==> config.mk <==
export PLATFORM = sky130hd
export DESIGN_NAME = mcu_unit
export DESIGN_NICKNAME = d
export VERILOG_FILES = /design/src/mcu_pkg.sv /design/src/mcu_unit.sv
export SDC_FILE = /design/constraint.sdc
export NUM_CORES = 1
export LEC_CHECK = 0
export ABC_AREA = 1
export BUFFER_PORTS_ARGS = -buffer_cell sky130_fd_sc_hd__buf_4
export CAP_MARGIN = 25
export CORE_AREA = 2 2 143 145
export CTS_CLUSTER_DIAMETER = 150
export DETAILED_ROUTE_END_ITERATION = 6
export DIE_AREA = 0 0 145 147
export PLACE_DENSITY = 0.66
export SLEW_MARGIN = 20
export SYNTH_ARGS = -nofsm -noshare
export SYNTH_HDL_FRONTEND = slang
export SYNTH_SLANG_ARGS = --single-unit
==> constraint.sdc <==
create_clock -name clk_i -period 2.7 [get_ports clk_i]
set_clock_uncertainty 0.1 [all_clocks]
set_input_delay 0.405 -clock clk_i [delete_from_list [all_inputs] [get_ports clk_i]]
set_output_delay 0.405 -clock clk_i [all_outputs]
set_load 0.02 [all_outputs]
==> src/mcu_pkg.sv <==
// constants, register map and carrier types for the machine check unit
// assumes a 32-bit classic wishbone register bus and big-endian bit numbers
package mcu_pkg;

	// register byte offsets on the wishbone bus
	localparam logic [7:0] MCU_OFF_CFG    = 8'h00; // error enables
	localparam logic [7:0] MCU_OFF_MSTATE = 8'h04; // machine state
	localparam logic [7:0] MCU_OFF_SSTAT  = 8'h08; // saved status
	localparam logic [7:0] MCU_OFF_SRADDR = 8'h0C; // save-restore address
	localparam logic [7:0] MCU_OFF_STATUS = 8'h10; // block state, read only

	// config fields, lsb index (documented bit n sits at 31-n)
	localparam int MCU_CFG_EXT_EN   = 31; // config bit 0
	localparam int MCU_CFG_PAR_GEN  = 30; // config bit 1
	localparam int MCU_CFG_ADDR_CHK = 29; // config bit 2
	localparam int MCU_CFG_DATA_CHK = 28; // config bit 3
	localparam int MCU_CFG_NOT_COLD = 16; // config bit 15

	// machine state fields, lsb index
	localparam int MCU_MS_INT_ENDIAN = 16; // bit 15
	localparam int MCU_MS_MC_ENABLE  = 12; // bit 19
	localparam int MCU_MS_VEC_PREFIX = 6;  // bit 25
	localparam int MCU_MS_LITTLE_END = 0;  // bit 31

	// saved status cause fields, lsb index
	localparam int MCU_SS_L2_PAR   = 20; // bit 11
	localparam int MCU_SS_EXT      = 19; // bit 12
	localparam int MCU_SS_TEA      = 18; // bit 13
	localparam int MCU_SS_DATA_PAR = 17; // bit 14
	localparam int MCU_SS_ADDR_PAR = 16; // bit 15

	// values after reset
	localparam logic [31:0] MCU_RST_CFG    = 32'h0000_0000;
	localparam logic [31:0] MCU_RST_MSTATE = 32'h0000_0000;
	localparam logic [31:0] MCU_RST_WORD   = 32'h0000_0000;

	// vector construction
	localparam logic [31:0] MCU_VEC_OFFSET = 32'h0000_0200;
	localparam logic [31:0] MCU_BASE_LOW   = 32'h0000_0000;
	localparam logic [31:0] MCU_BASE_HIGH  = 32'hFFF0_0000;

	// internal error sources, one-cycle pulses from core logic
	typedef struct packed {
		logic addr_par; // bus address parity error
		logic data_par; // bus data parity error
		logic l1_par;   // l1 cache parity error
		logic l2_par;   // l2 cache parity error
	} mcu_err_t;

	// exception request towards the fetch unit
	typedef struct packed {
		logic        take;  // one-cycle exception strobe
		logic [31:0] vaddr; // handler fetch address
	} mcu_vec_t;

	// core state of the unit
	typedef enum logic [0:0] {
		MCU_RUN  = 1'b0,
		MCU_STOP = 1'b1
	} mcu_state_t;

endpackage

==> src/mcu_unit.sv <==
// machine check and checkstop unit with its wishbone register slave
// assumes error sources on clk_i except the two bus pins, which are
// synchronised here; the core honours halt_o and the vector strobe
//
// The register addresses and the Wishbone register port were left to the implementer.
`timescale 1ns/10ps

module mcu_unit (
	// clock and resets
	input  wire logic                 clk_i,
	input  wire logic                 rst_i,
	input  wire logic                 soft_rst_i,
	// wishbone slave
	input  wire logic                 cyc_i,
	input  wire logic                 stb_i,
	input  wire logic                 we_i,
	input  wire logic [7:0]           adr_i,
	input  wire logic [3:0]           sel_i,
	input  wire logic [31:0]          dat_i,
	output logic      [31:0]          dat_o,
	output logic                      ack_o,
	// error sources
	input  wire mcu_pkg::mcu_err_t    err_i,
	input  wire logic                 bus_transfer_error_ack_i,
	input  wire logic                 ext_machine_check_in_i,
	// core side
	input  wire logic [31:0]          current_ea_i,
	output mcu_pkg::mcu_vec_t         vec_o,
	output logic                      halt_o,
	output logic                      freeze_o,
	output logic                      bus_parity_gen_ctrl_o,
	output logic                      little_endian_mode_o
);
	import mcu_pkg::*;

	// byte-lane merge for register writes
	function automatic logic [31:0] lane_merge(input logic [31:0] old,
		input logic [31:0] nw, input logic [3:0] sel);
		logic [31:0] r;
		r = old;
		for (int i = 0; i < 4; i++) begin
			if (sel[i]) begin
				r[i*8 +: 8] = nw[i*8 +: 8];
			end
		end
		return r;
	endfunction

	// agreed level: updates only when second and third stage match
	function automatic logic agree(input logic cur, input logic s2,
		input logic s3);
		return (s2 == s3) ? s2 : cur;
	endfunction

	// registers
	logic [31:0] cfg_q,    cfg_d;    // error enables
	logic [31:0] ms_q,     ms_d;     // machine state
	logic [31:0] ss_q,     ss_d;     // saved status
	logic [31:0] sra_q,    sra_d;    // save-restore address
	mcu_state_t  st_q,     st_d;     // run or checkstop
	logic        ack_q;              // bus answer
	logic [31:0] rdat_q;             // read data
	mcu_vec_t    vec_q;              // vector strobe

	// pin synchronisers, three stages each
	logic [2:0]  tea_s_q;            // transfer error pin
	logic [2:0]  ext_s_q;            // external check pin
	logic        tea_lv_q;           // agreed transfer error level
	logic        ext_lv_q;           // agreed external check level

	// a write lands on the edge that first sees the request; ack_q then
	// masks the still-held strobe so the same write cannot land twice
	// decoded wires
	wire         bus_req   = cyc_i & stb_i;
	wire         wr_stb    = bus_req & we_i & ~ack_q;
	wire         hit_cfg   = adr_i == MCU_OFF_CFG;
	wire         hit_ms    = adr_i == MCU_OFF_MSTATE;
	wire         hit_ss    = adr_i == MCU_OFF_SSTAT;
	wire         hit_sra   = adr_i == MCU_OFF_SRADDR;
	wire         hit_st    = adr_i == MCU_OFF_STATUS;
	wire         stopped   = st_q == MCU_STOP;
	wire         tea_lv_d  = agree(tea_lv_q, tea_s_q[1], tea_s_q[2]);
	wire         ext_lv_d  = agree(ext_lv_q, ext_s_q[1], ext_s_q[2]);

	// qualified sources
	wire         src_tea   = tea_lv_d & ~tea_lv_q;
	wire         src_ext   = ext_lv_d & ~ext_lv_q
		& cfg_q[MCU_CFG_EXT_EN];
	wire         src_addr  = err_i.addr_par
		& cfg_q[MCU_CFG_ADDR_CHK];
	wire         src_data  = err_i.data_par
		& cfg_q[MCU_CFG_DATA_CHK];
	wire         src_l1    = err_i.l1_par;
	wire         src_l2    = err_i.l2_par;

	// any source raises the condition, nothing once stopped
	wire         mc_cond   = ~stopped & (src_tea | src_ext | src_addr
		| src_data | src_l1 | src_l2);
	wire         mc_en     = ms_q[MCU_MS_MC_ENABLE];
	wire         take_exc  = mc_cond & mc_en;
	wire         go_stop   = mc_cond & ~mc_en;

	// cause word and new machine state on entry
	wire [31:0]  cause;
	wire [31:0]  ms_entry;
	wire [31:0]  vec_base;
	assign cause = {11'h000, src_l2, src_ext, src_tea, src_data,
		src_addr, ms_q[15:0]};
	assign ms_entry = (32'h1 << MCU_MS_INT_ENDIAN) & ms_q
		| (32'h1 << MCU_MS_VEC_PREFIX) & ms_q
		| {31'h0, ms_q[MCU_MS_INT_ENDIAN]};
	assign vec_base = ms_q[MCU_MS_VEC_PREFIX] ? MCU_BASE_HIGH
		: MCU_BASE_LOW;

	// read mux
	wire [31:0]  rd_mux = hit_cfg ? cfg_q
		: hit_ms  ? ms_q
		: hit_ss  ? ss_q
		: hit_sra ? sra_q
		: hit_st  ? {31'h0, stopped}
		: 32'h0000_0000;

	// next state of config: frozen once stopped
	always_comb begin
		cfg_d = cfg_q;
		if (wr_stb & hit_cfg & ~stopped) begin
			cfg_d = lane_merge(cfg_q, dat_i, sel_i);
		end
	end

	// next machine state: entry beats a software write
	always_comb begin
		ms_d = ms_q;
		if (stopped) begin
			ms_d = ms_q;
		end else if (take_exc) begin
			ms_d = ms_entry;
		end else if (wr_stb & hit_ms) begin
			ms_d = lane_merge(ms_q, dat_i, sel_i);
		end
	end

	// next saved status: hardware set wins over write
	always_comb begin
		ss_d = ss_q;
		if (stopped) begin
			ss_d = ss_q;
		end else if (take_exc) begin
			ss_d = cause;
		end else if (wr_stb & hit_ss) begin
			ss_d = lane_merge(ss_q, dat_i, sel_i);
		end
	end

	// next save-restore address
	always_comb begin
		sra_d = sra_q;
		if (stopped) begin
			sra_d = sra_q;
		end else if (take_exc) begin
			sra_d = current_ea_i;
		end else if (wr_stb & hit_sra) begin
			sra_d = lane_merge(sra_q, dat_i, sel_i);
		end
	end

	// checkstop entry, left only by a reset
	always_comb begin
		case (st_q)
			MCU_RUN: begin
				st_d = go_stop ? MCU_STOP : MCU_RUN;
			end
			MCU_STOP: begin
				st_d = MCU_STOP;
			end
			default: begin
				st_d = MCU_RUN;
			end
		endcase
	end

	// pin synchronisers
	// stage 0 feeds only stage 1; the agreed level reads stages 1 and 2
	// hard reset only, so a soft reset cannot fake a pin edge
	always_ff @(posedge clk_i) begin
		if (rst_i) begin
			tea_s_q  <= 3'h0;
			ext_s_q  <= 3'h0;
			tea_lv_q <= 1'b0;
			ext_lv_q <= 1'b0;
		end else begin
			tea_s_q  <= {tea_s_q[1:0], bus_transfer_error_ack_i};
			ext_s_q  <= {ext_s_q[1:0], ext_machine_check_in_i};
			tea_lv_q <= tea_lv_d;
			ext_lv_q <= ext_lv_d;
		end
	end

	// config keeps its flag across a soft reset
	always_ff @(posedge clk_i) begin
		if (rst_i) begin
			cfg_q <= MCU_RST_CFG;
		end else begin
			cfg_q <= cfg_d;
		end
	end

	// architectural state, restarted by either reset
	always_ff @(posedge clk_i) begin
		if (rst_i | soft_rst_i) begin
			ms_q  <= MCU_RST_MSTATE;
			ss_q  <= MCU_RST_WORD;
			sra_q <= MCU_RST_WORD;
			st_q  <= MCU_RUN;
		end else begin
			ms_q  <= ms_d;
			ss_q  <= ss_d;
			sra_q <= sra_d;
			st_q  <= st_d;
		end
	end

	// vector strobe
	always_ff @(posedge clk_i) begin
		if (rst_i | soft_rst_i) begin
			vec_q <= '0;
		end else begin
			vec_q.take  <= take_exc;
			vec_q.vaddr <= vec_base | MCU_VEC_OFFSET;
		end
	end

	// wishbone answer, one cycle after the request
	always_ff @(posedge clk_i) begin
		if (rst_i) begin
			ack_q  <= 1'b0;
			rdat_q <= MCU_RST_WORD;
		end else begin
			ack_q  <= bus_req & ~ack_q;
			rdat_q <= rd_mux;
		end
	end

	// outputs
	assign dat_o                 = rdat_q;
	assign ack_o                 = ack_q;
	assign vec_o                 = vec_q;
	assign halt_o                = stopped;
	assign freeze_o              = stopped;
	assign bus_parity_gen_ctrl_o = cfg_q[MCU_CFG_PAR_GEN];
	assign little_endian_mode_o  = ms_q[MCU_MS_LITTLE_END];
endmodule

==> summary.txt <==
Global route
  • GR Overflow Total: 0
  • Gr usage total: 24.2%
  • Initial antenna violation count: 0
  • First-pass GRT wire length: 41.3 mm
  • Vias in the first global route: 8028
  • Largest net degree at the start of global routing: 90

Layout
  • Area of the multi-input gates: 4170 sq um
  • FF+latch area: 3460 sq um
  • Fill count: 1978
  • Layout Nets: 1496
  • Area delta synth->final: 20.1%
  • N_diodes: 0
  • Share of layout cells above drive strength 1: 15.8%

Die
  • Die area: 21300 sq um
  • Core Area: 19800 sq um
  • Row Count: 52
  • Die Width: 145 um
  • Initial Utilization: 43.9%
  • Die Height: 147 um
  • I/O pins: 158

Setup path
  • Reg2Reg Depth: 9
  • CP arrival: 2600 ps
  • Crit Path Class: reg2reg
  • CP Launch Point: ext_s_q[1]$_SDFF_PP0_
  • Reg-to-reg slack, setup: 320 ps
  • CP Capture Type: flop
  • Worst-path fanout max: 41
  • Worst setup SP type: flop
  • CP Data Required Time: 2930 ps
  • Worst r2r src: ext_s_q[1]$_SDFF_PP0_

Clock tree
  • Resized Gates After CTS: 0
  • # hold bufs at CTS: 0
  • CTS tree: done
  • Clock H-tree levels: 4
  • Clk sink count: 173
  • Clock Tree Root: clkbuf_16
  • CTS clk-pin slew, worst paths: 60 ps
  • Skew-Pair Late Insertion Delay: 440 ps
  • CTS Buffer Depth: 2
  • CTS buffer count: 17
  • Post-CTS setup buffers: 0

Outcome
  • Status: completed

Flow run
  • Maxcap violations: 0

Routing
  • Vias per cell: 5.12
  • Drt wl/cell: 15.4 um
  • Vias post-DR: 8656
  • Residual DRC: 0
  • Pre-antenna DRT Iters: 5
  • First DRT Iteration DRCs: 670
  • Wirelength, routed: 26.1 mm
  • Post-DRT Antenna Nets: 0

Synthesis
  • Mean post-synth cell area: 6.65 sq um
  • Number of enable flip-flop cells after synthesis: 0
  • Async SR Flop Fraction: 0%
  • Ys Warns: 0
  • Yosys cell types: 32
  • Seq/Total Area, Yosys: 39.8%
  • Top-count cell post-synth: nand2_1
  • Ranking of synthesized cells by area: dfxtp_1 (40%), nand2_1 (15%), nor2_1 (11%)
  • Largest area contributor in the netlist: dfxtp_1
  • Cell Area, Synth: 8710 sq um
  • Cell count after synthesis: 1310
  • FF+latch count, synth: 173
  • Synth top area share: 39.8%
  • Synth top cells by count: nand2_1 (354), nor2_1 (248), dfxtp_1 (173), inv_1 (140), o211ai_1 (77)
  • Main synth FF type: dfxtp_1

Timing
  • Setup Viol. Count Final: 0
  • Max Clk Rate: 421 MHz
  • RSZ-0062 raised after global routing: no
  • Final hold slack: 70.7 ps
  • Number of hold violations in the final report: 0
  • Setup tns final: 0 ps
  • Final Critical Period: 2380 ps
  • Worst slew pin tran: 698 ps
  • Worst slew margin: 53.5%
  • Part of the cycle the worst path needs: 88.1%
  • Slew Viols, Final: 0

Power
  • Leakage Power: 4.57 nW
  • Peak VDD IR: 0.419 mV
  • Switching power total: 1.29 mW
  • Clock Power Share: 47.6%
  • Comb power frac: 6.8%
  • Pwr dens: 537 nW/um^2
  • Switch share: 23.0%
  • Internal: 4.33 mW
  • Seq pwr share: 45.6%

Worst hold path
  • Worst hold path type: in2reg
  • Worst hold start: ext_machine_check_in_i
  • Hold Crit Depth: 3

Placement
  • Post-DP HPWL: 17.0 mm
  • I/O Buffers: 138
  • GPL Wtd Cong: 0.842
==> placed cells by master (no fill, tap or decap) <==
cell type and instances:
inv_1 140, dfxtp_1 172, or2_2 1, nand3_1 19, clkinvlp_4 5, buf_4 173, nor2_2 5, clkbuf_16 17
nor3_1 2, dfxtp_2 1, nand2_2 1, buf_12 1, nand4_4 1, o22ai_1 1, nor3_4 1, clkinv_2 1
nand3_4 1, nor2_1 246, o211ai_1 77, a21oi_1 31, o21ai_0 49, nand2_1 354, conb_1 19, a41oi_1 20
nor2_4 3, nand3_2 2, bufinv_16 5, o21ai_4 1, clkbuf_1 3, a31oi_1 6, nand2_4 1, nand4_1 55
clkinv_1 2, inv_2 2, o21ai_2 2
==> sequential cells by signal, summed over array words and instances, names as in the netlist, 3 cells and up <==
name	flops
tea_s_q	3
ss_q	32
sra_q	32
vec_o	3
dat_o	32
ext_s_q	3
cfg_q	32
ms_q	32
==> cell families after synthesis <==
family	synth area share (%)
and+or+nand+nor	32.8
buffers and inverters	13.2
AOI/OAI and AO/OA	14.1
DFF	39.8
other	0.0431
==> worst max-delay path, cell delays in order, from the launching register on <==
cell and delay [ps]:
dfxtp_1 360, nand2_1 80, nor2_1 170, nor2_1 90, nand2_4 90, nand3_4 410, nand2_1 390, nand2_1 330
nor2_1 190, nor2_1 60
==> metrics by stage <==
stage / total power [mW] / worst slack, ps / cells / instance area, sq um / utilization [%]
finish: 5.62 / 323 / 1690 / 10500 / 52.7
global route: 5.78 / 133 / 1690 / 10500 / 52.7
CTS: 5.65 / 349 / 1690 / 10500 / 52.7
detailed placement: 3.00 / 199 / 1659 / 9830 / 49.5
global placement: 3.00 / 290 / 1659 / 9830 / 49.5
floorplan: 2.83 / 986 / 1328 / 8770 / -
==> layer usage <==
layer | part of all wire, % | global-route usage, % | wire [um]
met1 | 43 | 31.7 | 11300
met2 | 48 | 40.3 | 12500
met3 | 6.7 | 4.78 | 1740
met4 | 2.1 | 8.27 | 545
met5 | 0 | 0 | 0
==> final timing paths <==
path | to
worst max-delay path | sra_q[7]$_SDFFE_PN0P_
worst min-delay path | ext_s_q[0]$_SDFF_PP0_
worst max register to register | sra_q[7]$_SDFFE_PN0P_
worst min register to register | tea_s_q[1]$_SDFF_PP0_
==> power groups by stage <==
| stage | combinational [mW] | sequential (mW) | clock (mW) |
|---|---|---|---|
| floorplan | 0.210 | 2.62 | 0 |
| global placement | 0.380 | 2.62 | 0 |
| detailed placement | 0.380 | 2.62 | 0 |
| CTS | 0.383 | 2.56 | 2.70 |
| global route | 0.417 | 2.56 | 2.80 |
| finish | 0.384 | 2.56 | 2.67 |
==> area by class of cell <==
cell class                      count  share of cell area (%)
Clock buffer                       20                    4.18
Clock inverter                     11                    1.84
Inverter                          144                    5.17
Multi-Input combinational cell    898                    39.8
Sequential cell                   173                    33.1
Tap cell                          270                    3.23
Timing Repair Buffer              174                    12.6
No activity file was read; power rests on OpenSTA's default activity.
